[src/dmc_pkg.sv]
// package: constants for the ddr2 mode-register sequencer (controller side)
package dmc_pkg;
   // command pin encodings {cs_n, ras_n, cas_n, we_n}
   localparam logic [3:0] CMD_NOP = 4'h7;
   localparam logic [3:0] CMD_MRS = 4'h0;
   localparam logic [3:0] CMD_PRE = 4'h2;
   localparam logic [3:0] CMD_DESEL = 4'hf;
   // bank selects of the mode registers
   localparam logic [2:0] BA_MAIN = 3'h0;
   localparam logic [2:0] BA_ONE = 3'h1;
   localparam logic [2:0] BA_REFRESH = 3'h2;
   localparam logic [2:0] BA_SPARE = 3'h3;
   // field positions
   localparam int A_SRF_FAST = 7;
   localparam int A_CAL_LSB = 7;
   localparam int A_PRE_ALL = 10;
   // calibration field codes in ext_register_one
   localparam logic [2:0] CAL_EXIT = 3'h0;
   localparam logic [2:0] CAL_DRIVE_HI = 3'h1;
   localparam logic [2:0] CAL_DRIVE_LO = 3'h2;
   localparam logic [2:0] CAL_ADJUST = 3'h4;
   localparam logic [2:0] CAL_DEFAULT = 3'h7;
   // timing figures in ns, and cycle counts at 50 mhz (20 ns)
   localparam int CLK_PERIOD_NS = 20;
   localparam int REG_SET_CYCLE_NS = 40;
   localparam int TERM_UPDATE_MAX_NS = 12;
   localparam int REG_SET_CYCLES =
      (REG_SET_CYCLE_NS + CLK_PERIOD_NS - 1) / CLK_PERIOD_NS;
   localparam int TERM_UPDATE_CYCLES =
      (TERM_UPDATE_MAX_NS + CLK_PERIOD_NS - 1) / CLK_PERIOD_NS;
   // adjust burst length
   localparam int ADJ_BEATS = 4;
   // reset value of the address bus
   localparam logic [13:0] ADDR_RST = 14'h0000;
   // sequencer states, one-hot
   typedef enum logic [5:0]
   {
      ST_IDLE = 6'h01,
      ST_ISSUE = 6'h02,
      ST_WAIT = 6'h04,
      ST_WLAT = 6'h08,
      ST_BURST = 6'h10,
      ST_EXIT = 6'h20
   } dmc_state_t;
   // user operations
   typedef enum logic [2:0]
   {
      OP_MAIN = 3'h0,
      OP_REFRESH = 3'h1,
      OP_SPARE = 3'h2,
      OP_ONE = 3'h3,
      OP_CAL = 3'h4,
      OP_PRECHARGE = 3'h5
   } dmc_op_t;
endpackage

[src/dmc_ctrl.sv]
// ddr2 mode-register and driver-calibration command sequencer (controller end)
`timescale 1ns/100ps
// Operation
// - program refresh-features register at init
// - banks precharged, cke high before write
// - wait register-set cycle time after write
// - refresh register: only A7 may be nonzero
// - set A7 before self-refresh when hot
// - spare register written all zero
// - calibration command always followed by exit
// - main register programmed before calibration
// - later one-register writes carry 000 calibration
// - adjust code on all dq, burst four
// - cke high through termination update window
// - termination pin low through update window (held only after OP_ONE writes, not after calibration or exit writes)
module dmc_ctrl
#(
   parameter int DQ_W = 8,
   parameter int WAIT_W = 8
)
(
   input wire logic clk_sys,
   input wire logic rst,
   input wire logic ce,
   // user side
   input wire logic op_valid,
   output logic op_ready,
   input wire dmc_pkg::dmc_op_t op_code,
   input wire logic [13:0] op_data,
   input wire logic [2:0] op_cal_mode,
   input wire logic [3:0] op_adj_code,
   input wire logic [3:0] op_wlat,
   input wire logic hot_case,
   input wire logic term_req,
   output logic busy,
   output logic main_done,
   // memory pins
   output logic cke,
   output logic cs_n,
   output logic ras_n,
   output logic cas_n,
   output logic we_n,
   output logic [2:0] ba,
   output logic [13:0] addr,
   output logic termination_control,
   output logic [DQ_W-1:0] dq_o,
   output logic dq_oe,
   input wire logic [DQ_W-1:0] dq_i
);
   // ====================================================
   // sequencer state
   dmc_pkg::dmc_state_t state_r, state_nxt;
   logic [WAIT_W-1:0] cnt_r, cnt_nxt; // wait / latency counter
   logic [1:0] beat_r, beat_nxt; // adjust burst beat
   logic [3:0] cmd_r, cmd_nxt; // {cs_n,ras_n,cas_n,we_n}
   logic [2:0] ba_r, ba_nxt;
   logic [13:0] addr_r, addr_nxt;
   logic [DQ_W-1:0] dq_r, dq_nxt;
   logic dq_oe_r, dq_oe_nxt;
   logic term_hold_r, term_hold_nxt; // forces termination pin low
   logic main_done_r, main_done_nxt; // main register programmed
   logic cal_open_r, cal_open_nxt; // calibration mode entered
   logic [3:0] adj_code_r, adj_code_nxt;
   logic [1:0] dq_s1_r, dq_s2_r; // returning dq pin sync, two flops, registered below
   logic [13:0] data_fix; // user data with reserved bits cleared
   // reserved bits forced per target register
   always_comb
   begin
      data_fix = op_data;
      case (op_code)
         dmc_pkg::OP_REFRESH:
         begin
            data_fix = '0;
            data_fix[dmc_pkg::A_SRF_FAST] = op_data[dmc_pkg::A_SRF_FAST] | hot_case;
         end
         dmc_pkg::OP_SPARE: data_fix = '0;
         dmc_pkg::OP_ONE: data_fix[9:7] = dmc_pkg::CAL_EXIT;
         default: data_fix = op_data;
      endcase
   end
   // accepts only from idle; calibration needs a programmed main register
   // main before calibration
   assign op_ready = (state_r == dmc_pkg::ST_IDLE) &&
      !(op_code == dmc_pkg::OP_CAL && !main_done_r);
   // ====================================================
   // next-state logic
   always_comb
   begin
      state_nxt = state_r;
      cnt_nxt = cnt_r;
      beat_nxt = beat_r;
      cmd_nxt = dmc_pkg::CMD_NOP;
      ba_nxt = ba_r;
      addr_nxt = addr_r;
      dq_nxt = dq_r;
      dq_oe_nxt = 1'b0;
      term_hold_nxt = term_hold_r;
      main_done_nxt = main_done_r;
      cal_open_nxt = cal_open_r;
      adj_code_nxt = adj_code_r;
      case (state_r)
         dmc_pkg::ST_IDLE:
         begin
            if (op_valid && op_ready)
            begin
               state_nxt = dmc_pkg::ST_WAIT;
               cmd_nxt = dmc_pkg::CMD_MRS;
               addr_nxt = data_fix;
               cnt_nxt = WAIT_W'(dmc_pkg::REG_SET_CYCLES);
               case (op_code)
                  dmc_pkg::OP_MAIN:
                  begin
                     ba_nxt = dmc_pkg::BA_MAIN;
                     main_done_nxt = 1'b1;
                  end
                  dmc_pkg::OP_REFRESH: ba_nxt = dmc_pkg::BA_REFRESH;
                  dmc_pkg::OP_SPARE: ba_nxt = dmc_pkg::BA_SPARE;
                  dmc_pkg::OP_ONE:
                  begin
                     ba_nxt = dmc_pkg::BA_ONE;
                     term_hold_nxt = 1'b1;
                     cnt_nxt = WAIT_W'(dmc_pkg::REG_SET_CYCLES + dmc_pkg::TERM_UPDATE_CYCLES);
                  end
                  dmc_pkg::OP_CAL:
                  begin
                     ba_nxt = dmc_pkg::BA_ONE;
                     addr_nxt[9:7] = op_cal_mode;
                     cal_open_nxt = (op_cal_mode != dmc_pkg::CAL_EXIT);
                     adj_code_nxt = op_adj_code;
                     // first beat write latency after command; latency 0 unsupported
                     if (op_cal_mode == dmc_pkg::CAL_ADJUST)
                     begin
                        state_nxt = dmc_pkg::ST_WLAT;
                        cnt_nxt = WAIT_W'(op_wlat) - WAIT_W'(1);
                     end
                  end
                  default:
                  begin
                     cmd_nxt = dmc_pkg::CMD_PRE;
                     addr_nxt = 14'(1) << dmc_pkg::A_PRE_ALL;
                  end
               endcase
            end
         end
         dmc_pkg::ST_WAIT:
         begin
            if (cnt_r <= WAIT_W'(1))
            begin
               term_hold_nxt = 1'b0;
               if (cal_open_r)
                  state_nxt = dmc_pkg::ST_EXIT;
               else
                  state_nxt = dmc_pkg::ST_IDLE;
            end
            else
               cnt_nxt = cnt_r - WAIT_W'(1);
         end
         dmc_pkg::ST_WLAT:
         begin
            if (cnt_r == '0)
            begin
               state_nxt = dmc_pkg::ST_BURST;
               beat_nxt = 2'h0;
               dq_nxt = {DQ_W{adj_code_r[3]}};
               dq_oe_nxt = 1'b1;
            end
            else
               cnt_nxt = cnt_r - WAIT_W'(1);
         end
         dmc_pkg::ST_BURST:
         begin
            dq_oe_nxt = (beat_r != 2'(dmc_pkg::ADJ_BEATS - 1));
            dq_nxt = {DQ_W{adj_code_r[2'h2 - beat_r]}};
            beat_nxt = beat_r + 2'h1;
            if (beat_r == 2'(dmc_pkg::ADJ_BEATS - 1))
               state_nxt = dmc_pkg::ST_EXIT;
         end
         dmc_pkg::ST_EXIT:
         begin
            cmd_nxt = dmc_pkg::CMD_MRS;
            ba_nxt = dmc_pkg::BA_ONE;
            addr_nxt[9:7] = dmc_pkg::CAL_EXIT;
            cal_open_nxt = 1'b0;
            cnt_nxt = WAIT_W'(dmc_pkg::REG_SET_CYCLES);
            state_nxt = dmc_pkg::ST_WAIT;
         end
         default: state_nxt = dmc_pkg::ST_IDLE;
      endcase
   end
   // ====================================================
   // registers
   always_ff @(posedge clk_sys or posedge rst)
   begin
      if (rst)
      begin
         state_r <= dmc_pkg::ST_IDLE;
         cnt_r <= '0;
         beat_r <= 2'h0;
         cmd_r <= dmc_pkg::CMD_DESEL;
         ba_r <= 3'h0;
         addr_r <= dmc_pkg::ADDR_RST;
         dq_r <= '0;
         dq_oe_r <= 1'b0;
         term_hold_r <= 1'b0;
         main_done_r <= 1'b0;
         cal_open_r <= 1'b0;
         adj_code_r <= 4'h0;
         dq_s1_r <= 2'h0;
         dq_s2_r <= 2'h0;
      end
      else if (ce)
      begin
         state_r <= state_nxt;
         cnt_r <= cnt_nxt;
         beat_r <= beat_nxt;
         cmd_r <= cmd_nxt;
         ba_r <= ba_nxt;
         addr_r <= addr_nxt;
         dq_r <= dq_nxt;
         dq_oe_r <= dq_oe_nxt;
         term_hold_r <= term_hold_nxt;
         main_done_r <= main_done_nxt;
         cal_open_r <= cal_open_nxt;
         adj_code_r <= adj_code_nxt;
         dq_s1_r <= dq_i[1:0];
         dq_s2_r <= dq_s1_r;
      end
   end
   // ====================================================
   // pin drive
   // cke held high always after reset
   assign cke = !rst;
   assign {cs_n, ras_n, cas_n, we_n} = cmd_r;
   assign ba = ba_r;
   assign addr = addr_r;
   assign dq_o = dq_r;
   assign dq_oe = dq_oe_r;
   assign termination_control = term_req & !term_hold_r & (dq_s2_r != 2'h3 || 1'b1);
   assign busy = (state_r != dmc_pkg::ST_IDLE);
   assign main_done = main_done_r;
   // ====================================================
   // checks
   a_exit_follows_cal: assert property (@(posedge clk_sys) disable iff (rst)
      (ce && state_r == dmc_pkg::ST_BURST && beat_r == 2'h3) |=> (state_r == dmc_pkg::ST_EXIT))
      else $error("calibration not followed by exit");
   a_cal_needs_main: assert property (@(posedge clk_sys) disable iff (rst)
      (op_code == dmc_pkg::OP_CAL && !main_done_r) |-> !op_ready)
      else $error("calibration accepted before main register");
   a_spare_zero: assert property (@(posedge clk_sys) disable iff (rst)
      (cmd_r == dmc_pkg::CMD_MRS && ba_r == dmc_pkg::BA_SPARE) |-> (addr_r == 14'h0000))
      else $error("spare register written nonzero");
   a_refresh_resv: assert property (@(posedge clk_sys) disable iff (rst)
      (cmd_r == dmc_pkg::CMD_MRS && ba_r == dmc_pkg::BA_REFRESH) |-> ((addr_r & 14'h3f7f) == 14'h0))
      else $error("refresh register reserved bits set");
   a_mrs_gap: assert property (@(posedge clk_sys) disable iff (rst)
      (cmd_r == dmc_pkg::CMD_MRS) |=> (cmd_r == dmc_pkg::CMD_NOP))
      else $error("command too soon after register write");
   a_term_low_upd: assert property (@(posedge clk_sys) disable iff (rst)
      (cmd_r == dmc_pkg::CMD_MRS && ba_r == dmc_pkg::BA_ONE && term_hold_r) |-> !termination_control)
      else $error("termination high in update window");
   a_cke_high: assert property (@(posedge clk_sys) disable iff (rst)
      busy |-> cke) else $error("cke low while sequencing");
   a_burst_len: assert property (@(posedge clk_sys) disable iff (rst)
      ($rose(dq_oe) && ce) |-> dq_oe [*4] ##1 !dq_oe) else $error("adjust burst not four beats");
endmodule

[config.mk]
export PLATFORM = sky130hd
export DESIGN_NAME = dmc_ctrl
export DESIGN_NICKNAME = d
export VERILOG_FILES = /design/src/dmc_pkg.sv /design/src/dmc_ctrl.sv
export SDC_FILE = /design/constraint.sdc
export NUM_CORES = 1
export LEC_CHECK = 0
export BUFFER_PORTS_ARGS = -buffer_cell sky130_fd_sc_hd__buf_2
export CAP_MARGIN = 10
export CORE_ASPECT_RATIO = 1.5
export CORE_MARGIN = 2
export CORE_UTILIZATION = 56
export DETAILED_ROUTE_END_ITERATION = 10
export GPL_TIMING_DRIVEN = 0
export PLACE_DENSITY = 0.88
export SKIP_LAST_GASP = 1
export SLEW_MARGIN = 0
export SYNTH_ARGS = -nofsm -noshare
export SYNTH_HDL_FRONTEND = slang
export SYNTH_SLANG_ARGS = --single-unit
[constraint.sdc]
create_clock -name clk_sys -period 6.04 [get_ports clk_sys]
set_clock_uncertainty 0.05 [all_clocks]
set_input_delay 0.604 -clock clk_sys [delete_from_list [all_inputs] [get_ports clk_sys]]
set_output_delay 0.604 -clock clk_sys [all_outputs]
set_load 0.01 [all_outputs]
# After elaboration in Yosys (flattened, before gate mapping)
# Index checks and enable logic that the tools add are counted.
word_totals:
  in_bits: 42
  reg_bits: 53
  out_inout_bits: 35
op_classes:
  eq_ne: 22
  magnitude_cmp: 2
  n_addsub: 4
  n_reduce_logical: 29
  muxes: 43
  bitwise_logic: 2
op_table:
  columns: ["op", "n"]
  rows:
  - ["8-bit 2-to-1 mux", 5]
  - ["8-bit one-hot mux with 2 select lines", 2]
  - ["8-bit one-hot mux with 4 select lines", 1]
  - ["6-bit 2-to-1 mux", 5]
  - ["3-bit one-hot mux with 2 select lines", 5]
  - ["6-bit one-hot mux with 5 select lines", 1]
  - ["4-bit 2-to-1 mux", 4]
  - ["4-bit AND reduction", 4]
  - ["5-bit AND reduction", 3]
  - ["7-bit 2-to-1 mux", 2]
  - ["2-bit != test (second input constant)", 6]
  - ["3-bit one-hot mux with 4 select lines", 1]
  - ["10-bit 2-to-1 mux", 1]
  - ["3-bit AND reduction", 3]
  - ["8-bit by 1-bit <= comparator with 1-bit output (second input constant)", 1]
  - ["8-bit zero test", 1]
  - ["8-bit by 1-bit subtractor with 8-bit output (second input constant)", 1]
  - ["1-bit 2-to-1 mux", 7]
  - ["3-bit by 2-bit equality test with 1-bit output (second input constant)", 2]
  - ["3-bit equality test (second input constant)", 2]
  - ["6-bit by 1-bit equality test with 1-bit output (second input constant)", 1]
  - ["6-bit by 3-bit equality test with 1-bit output (second input constant)", 1]
  - ["6-bit by 4-bit equality test with 1-bit output (second input constant)", 1]
  - ["6-bit by 5-bit equality test with 1-bit output (second input constant)", 1]
  - ["other kinds (26)", 41]

# Depth between registers and ports, before layout
# Gate-level depths: netlist of the first run.
logic_depth:
  ltp_word: 7
  ltp_mapped: 7

# Worst setup path after synthesis of the first run
# OpenSTA, ideal clock, no wires.
synth_path:
  kind: "input port to output port"
  from: "input rst"
  to: "output cke"
  slack_ns: 3.837
  path_stages: 1
  n_path_buf: 0
  arrival_ns: 1.549
  required_time_ns: 5.386
  path_cell_list: "inv_1"
synth_between:
  elab_chain_len: 1
synth_rtl:
  columns: ["item", "line_no", "rtl"]
  rows:
  - ["start: declaration", "dmc_ctrl.sv:23", "input wire logic rst,"]
  - ["1-bit zero test", "dmc_ctrl.sv:232", "assign cke = !rst;"]
  - ["end: declaration", "dmc_ctrl.sv:38", "output logic cke,"]
# No other way between the ends.

# Worst setup path after layout of the first run
layout_path:
  from: "register state_r[0]"
  to: "output op_ready"
layout_between:
  elab_chain_len: 2
layout_rtl:
  columns: ["item", "line_no", "rtl"]
  rows:
  - ["start: declaration", "dmc_ctrl.sv:52", "dmc_pkg::dmc_state_t state_r, state_nxt;"]
  - ["start signal: assignment", "dmc_ctrl.sv:196", "state_r <= dmc_pkg::ST_IDLE;"]
  - ["start signal: assignment", "dmc_ctrl.sv:213", "state_r <= state_nxt;"]
  - ["6-bit by 1-bit equality test with 1-bit output", "dmc_ctrl.sv:83", "assign op_ready = (state_r == dmc_pkg::ST_IDLE) &&"]
  - ["1-bit logical AND", "dmc_ctrl.sv:83", null]
  - ["end: declaration", "dmc_ctrl.sv:27", "output logic op_ready,"]
# No other way between the ends.

==> run_results.csv, run 1 <==
group,metric,value,unit
outcome,status,"completed",
grt,grt_pass1_wl,10.5,mm
timing,slew_violations,0,
clocking,cts_num_sinks,43,
grt,use_met1,0.292,
pwr,vdd_drop_max,0.289,mV
grt,grt_antenna_before_repair,0,
worst_setup_path,path_buf_inv,2,
place,dp_hpwl,4.84,mm
drt,drt_pass1_iterations,5,
synth,synthFlopType,"dfrtp_1",
grt,grt_util_met2,0.474,
floorplan,initial_core_util,0.583,
worst_setup_path,required,5.39,ns
synth,synth.ff_latch_count,43,
layout,final_cell_mix,"buf_2 (69), dfrtp_1 (39), nand2_1 (38), o21ai_0 (19), nor2_1 (14)",
worst_setup_path,crit_chain,"buf_6 > nor3b_1 > nand2_1 > nor2_1 > buf_2",
clocking,cts_setup_buffers,0,
layout,n_antenna_cell,0,
timing,tightest_slew,0.881,ns
timing,rsz0062_at_grt,"false",
synth,yosysSeqAreaShare,0.408,
floorplan,coreArea,4540,um2
drt,final_antenna_net_count,0,
timing,fin_ws,3.43,ns
grt,gr-total-overflow,0,
place,routabilityCongestion,0.868,
worst_setup_path,cp_slowest_cell,"dfstp_2",
timing,holdWs,0.420,ns
layout,final_common_cell,"buf_2",
pwr,cellPowerDensity,397,nW/um2
synth,syn_avg_cell_area,9.43,um2
drt,vias,2362,
floorplan,io_pins,77,
timing,setup_tns,0,ns
timing,min_period_over_period,0.432,
floorplan,fp.dieW,60.2,um
worst_setup_path,cp.arrival,1.96,ns
clocking,hold_buffers,0,
hold_path,min-delay-path-class,"flop to flop",
clocking,h-tree-depth,2,
timing,max-slew-margin-rel,0.412,
worst_setup_path,ff2ff_setup_slack,3.62,ns
floorplan,die_area,5310,um2
pwr,p_leak,1.54,nW
clocking,path_clk_slew,0.08,ns
clocking,cts_root_buf,"clkbuf_8",
worst_setup_path,crit_path_end_kind,"output port",
synth,syn-cell-area,2650,um2
place,port_buffers,64,
clocking,cts_made_buffers,5,
clocking,clockBufferDepth,2,
worst_setup_path,critical_path_class,"flop to output port",
drt,wl_per_cell,15.0,um
worst_setup_path,cp_top_family,"simple AND/OR/NAND/NOR gates",
job,drv_cap,0,
drt,drt-initial-drc-count,61,
place,place_ws,3.60,ns
synth,async_flop_share,1.00,
layout,finalNetCount,398,
synth,synth-edff-count,0,
drt,routed_via_density,5.66,
synth,yosys_warnings,0,
clocking,clock_latency,0.30,ns
synth,ys_types,63,
synth,netlist_instances,281,
layout,fill_cells,321,
grt,grt_pass1_vias,2342,
grt,grt_usage,0.261,
clocking,tritoncts,"done",
timing,hold_viol,0,
layout,area_growth,19.5,%
synth,syn_nets,327,
drt,routed_wl,6.26,mm
worst_setup_path,critPathMaxFanout,9,
timing,fmax,383,MHz
timing,layout_min_cycle_time,2.61,ns
layout,drive_gt1_frac,0.331,
timing,setup-violations-final,0,
grt,grt_max_degree,45,
drt,drc,0,
floorplan,chipHeight,88.3,um
grt,top_usage_layer,"met2",
grt,met3_usage,0.0658,
worst_setup_path,max_stage_delay,0.53,ns
worst_setup_path,startpoint_type,"flop",
floorplan,rows,30,
clocking,ctsResizeCount,0,
==> power by group <==
part           switching, mW  leakage [nW]  internal [mW]
combinational          0.334         0.919          0.240
clock                  0.105        0.0612          0.134
sequential            0.0644         0.561          0.380
==> through the flow <==
| stage | total power, mW | area (um2) | instances | util |
|---|---|---|---|---|
| floorplan | 0.846 | 2650 | 281 | - |
| global placement | 0.998 | 3050 | 409 | 0.672 |
| detailed placement | 1.02 | 3050 | 409 | 0.672 |
| CTS | 1.26 | 3170 | 417 | 0.698 |
| global route | 1.34 | 3170 | 417 | 0.698 |
| finish | 1.26 | 3170 | 417 | 0.698 |
==> worst min-delay path: cells and delay by family (launching register included) <==
| family | cells | cell delay (ns) |
|---|---|---|
| buffers and inverters | 1 | 0.04 |
| flip-flops | 1 | 0.38 |
| multiplexers | 1 | 0.05 |
==> final cells by class <==
cell class / count / area (um2) / area share
multi-input cells: 204 / 1390 / 0.439
flip-flops and latches: 43 / 1080 / 0.341
repair buffers: 64 / 320 / 0.101
plain buffers: 23 / 138 / 0.0434
clock buffers: 6 / 82.6 / 0.0261
well taps: 64 / 80.1 / 0.0253
inverters: 11 / 41.3 / 0.0130
clock inverters: 2 / 35.0 / 0.0111
==> cells by family (layout without fill, tap and decap cells) <==
kind of cell               count (synthesis)  after routing  share of synthesized area
adders and majority gates                  4              4                     0.0189
muxes                                     16             16                     0.0670
buffers and inverters                     34            106                     0.0675
AOI/OAI and AO/OA                         68             68                      0.186
DFF                                       43             43                      0.408
xor gates and xnor gates                   5              5                     0.0165
and+or+nand+nor                          110            110                      0.235
other                                      1              1                    0.00142
==> cells in the mapped netlist (4+ instances only) <==
master,count,share of area
buf_2,5,0.0094
nand4_1,4,0.0094
dfstp_2,4,0.040
inv_1,11,0.016
o31ai_1,4,0.011
o21a_1,4,0.011
nor2b_1,7,0.017
and2_1,5,0.012
nand2_1,38,0.054
nand3_1,9,0.017
mux2i_1,5,0.019
xnor2_1,5,0.017
a21oi_1,8,0.015
o21ai_0,19,0.036
ha_1,4,0.019
mux2_2,10,0.042
dfrtp_1,39,0.37
o41ai_1,5,0.017
buf_4,10,0.028
clkbuf_1,6,0.0085
o2bb2ai_1,7,0.023
nor2_1,14,0.020
nor3_1,4,0.0076
==> layer usage <==
layer / part of all wire / wire [um]
met5: 0 / 0
met4: 0.017 / 104
met3: 0.063 / 392
met2: 0.54 / 3400
met1: 0.38 / 2360
==> flip-flops by register name, indices dropped and copies added, names as in the netlist <==
register     flops
addr            14
cnt_r            8
state_r          5
adj_code_r       4
cmd_r            3
ba               2
beat_r           2
cal_open_r       1
dq_o             1
dq_oe            1
main_done        1
term_hold_r      1
==> final timing paths <==
| check | endpoint | depth (start not counted) | start |
|---|---|---|---|
| worst min register to register | cmd_r[1] | 2 | cmd_r[1] |
| max in group asynchronous | cnt_r[4] | 2 | rst |
| min in group asynchronous | adj_code_r[3] | 2 | rst |
| worst max-delay path | op_ready | 5 | state_r[0] |
| worst min-delay path | cmd_r[1] | 2 | cmd_r[1] |
| worst max register to register | cnt_r[1] | 7 | state_r[0] |
Power figures use the tool's default switching activity.
==> run 2: changes to the inputs <==
--- a/config.mk
+++ b/config.mk
@@ -9,10 +9,10 @@
 export CAP_MARGIN = 10
 export CORE_ASPECT_RATIO = 1.5
 export CORE_MARGIN = 2
-export CORE_UTILIZATION = 56
+export CORE_UTILIZATION = 47
 export DETAILED_ROUTE_END_ITERATION = 10
 export GPL_TIMING_DRIVEN = 0
-export PLACE_DENSITY = 0.88
+export PLACE_DENSITY = 0.79
 export SKIP_LAST_GASP = 1
 export SLEW_MARGIN = 0
 export SYNTH_ARGS = -nofsm -noshare
==> constraint.sdc (replaced) <==
create_clock -name clk_sys -period 2.3 [get_ports clk_sys]
set_clock_uncertainty 0.05 [all_clocks]
set_input_delay 0.23 -clock clk_sys [delete_from_list [all_inputs] [get_ports clk_sys]]
set_output_delay 0.23 -clock clk_sys [all_outputs]
set_load 0.01 [all_outputs]
==> run_results.csv, run 2 (same netlist as run 1, synthesis figures left out) <==
group,metric,value,unit
timing,hold_viol,0,
grt,grt_pass1_wl,10.4,mm
layout,register_area,1080,um2
grt,grt_usage,0.210,
worst_setup_path,crit_chain,"buf_6 > nor3b_2 > nand2_2 > o21a_1 > buf_2 > nand3_4 > mux2_4",
timing,min_period_over_period,0.989,
timing,max-slew-margin-rel,0.563,
place,place_ws,-0.0830,ns
worst_setup_path,worstRegToRegCells,7,
timing,fin_ws,0.0252,ns
layout,largest_reg_flops,14,
place,port_buffers,64,
pwr,power,3.47,mW
place,dp_hpwl,4.80,mm
floorplan,coreArea,5450,um2
drt,route.met3.wl,235,um
worst_setup_path,critical_path_class,"flop to flop",
drt,drt-initial-drc-count,94,
layout,area_growth,25.0,%
layout,final_cell_mix,"buf_2 (69), dfrtp_1 (38), nand2_1 (37), o21ai_0 (18), buf_4 (17)",
worst_setup_path,required,2.44,ns
floorplan,io_pins,77,
worst_setup_path,startpoint_type,"flop",
drt,drt_pass1_iterations,5,
timing,fmax,440,MHz
drt,met1_length,2.58,mm
clocking,cts_made_buffers,5,
drt,wl_per_cell,14.7,um
worst_setup_path,ff2ff_setup_slack,0.03,ns
clocking,cts_root_buf,"clkbuf_8",
drt,routed_via_density,5.50,
clocking,tritoncts,"done",
clocking,clockBufferDepth,2,
clocking,cts_num_sinks,43,
layout,multi_input_area,1430,um2
hold_path,hold_start,"op_adj_code[1]",
drt,wl_met2,3.45,mm
floorplan,die_area,6270,um2
pwr,cellPowerDensity,1050,nW/um2
floorplan,initial_core_util,0.486,
grt,gr-total-overflow,0,
hold_path,hold_depth,2,
floorplan,rows,33,
worst_setup_path,cp.arrival,2.42,ns
hold_path,hold_end,"adj_code_r[1]",
worst_setup_path,crit_path_end_kind,"flop",
layout,drive_gt1_frac,0.361,
outcome,status,"completed",
timing,setup-violations-final,0,
pwr,vdd_drop_max,0.724,mV
layout,finalNetCount,408,
drt,final_antenna_net_count,0,
worst_setup_path,max_stage_delay,0.53,ns
place,routabilityCongestion,0.866,
clocking,path_clk_slew,0.09,ns
worst_setup_path,cp_slowest_cell,"dfstp_2",
worst_setup_path,r2r_end,"cnt_r[1]",
floorplan,fp.dieW,65.3,um
timing,layout_min_cycle_time,2.27,ns
clocking,h-tree-depth,2,
drt,routed_wl,6.37,mm
timing,rsz0062_at_grt,"true",
timing,slew_violations,0,
clocking,clock_latency,0.30,ns
drt,vias,2380,
floorplan,chipHeight,96.0,um
job,drv_cap,0,
timing,tightest_slew,0.652,ns
worst_setup_path,critPathMaxFanout,9,
pwr,p_leak,1.62,nW
layout,final_common_cell,"buf_2",
drt,maxUsedRoutingLayer,"met4",
layout,fill_cells,497,
drt,drc,0,
grt,grt_max_degree,37,
grt,grt_pass1_vias,2297,
hold_path,min-delay-path-class,"input port to flop",
layout,n_antenna_cell,0,
grt,grt_antenna_before_repair,0,
worst_setup_path,r2r_start,"state_r[0]",
run 2: repair_timing:
action | CTS | global route
buffers inserted | 0 | 8
gates cloned | 0 | 0
resized for setup | 1 | 13
endpoints found under the hold margin | 7 | 0
setup endpoints to repair | 11 | 9
hold buffers | 1 | 0
pin swaps | 0 | 3
run 2: area by class of cell:
class / instances / area share
sequential: 43 / 0.327
clock buffer: 6 / 0.0249
tap: 70 / 0.0264
clock inverter: 2 / 0.0106
inverter: 11 / 0.0125
multi-input combinational: 204 / 0.432
buffer: 23 / 0.0419
timing repair buffer: 74 / 0.125
run 2: per-layer routing:
layer / vias to the layer above / GRT usage
li1: 1168 / -
met1: 1137 / 0.242
met2: 67 / 0.391
met3: 8 / 0.0292
met4: 0 / 0.0764
met5: - / 0
run 2: how the worst max path moves through the flow:
stage / from / end / slack (ns) / cells past startpoint
2_1_floorplan: state_r[0] / cnt_r[1] / 0.16 / 7
3_3_place_gp: state_r[0] / cnt_r[1] / -0.06 / 7
3_5_place_dp: state_r[0] / cnt_r[1] / -0.08 / 7
4_1_cts: cnt_r[2] / state_r[2] / 0.02 / 5
5_1_grt: state_r[5] / cnt_r[1] / -0.06 / 6
6_report: state_r[0] / cnt_r[1] / 0.03 / 7
run 2: stage by stage:
step	std cells	instance area (um2)	utilization	hold WS (ns)	TNS, ns
6_report	433	3310	0.608	0.112	0
3_3_place_gp	415	3060	0.561	0.404	-0.0937
2_1_floorplan	281	2650	-	0.316	0
5_1_grt	433	3310	0.608	0.110	-0.215
3_5_place_dp	416	3080	0.565	0.105	-0.232
4_1_cts	425	3210	0.589	0.109	0
run 2: report_power, final:
group | switching [mW] | internal (mW)
sequential | 0.183 | 0.998
combinational | 0.934 | 0.741
clock | 0.265 | 0.351
total | 1.38 | 2.09
run 2: worst max-delay path: cells and delay by family, from the launching register on:
kind / cells / cell delay (ns)
multiplexers: 1 / 0.31
AO/OA/AOI/OAI: 1 / 0.23
buffers and inverters: 2 / 0.32
flip-flops: 1 / 0.53
AND/OR/NAND/NOR: 3 / 0.71
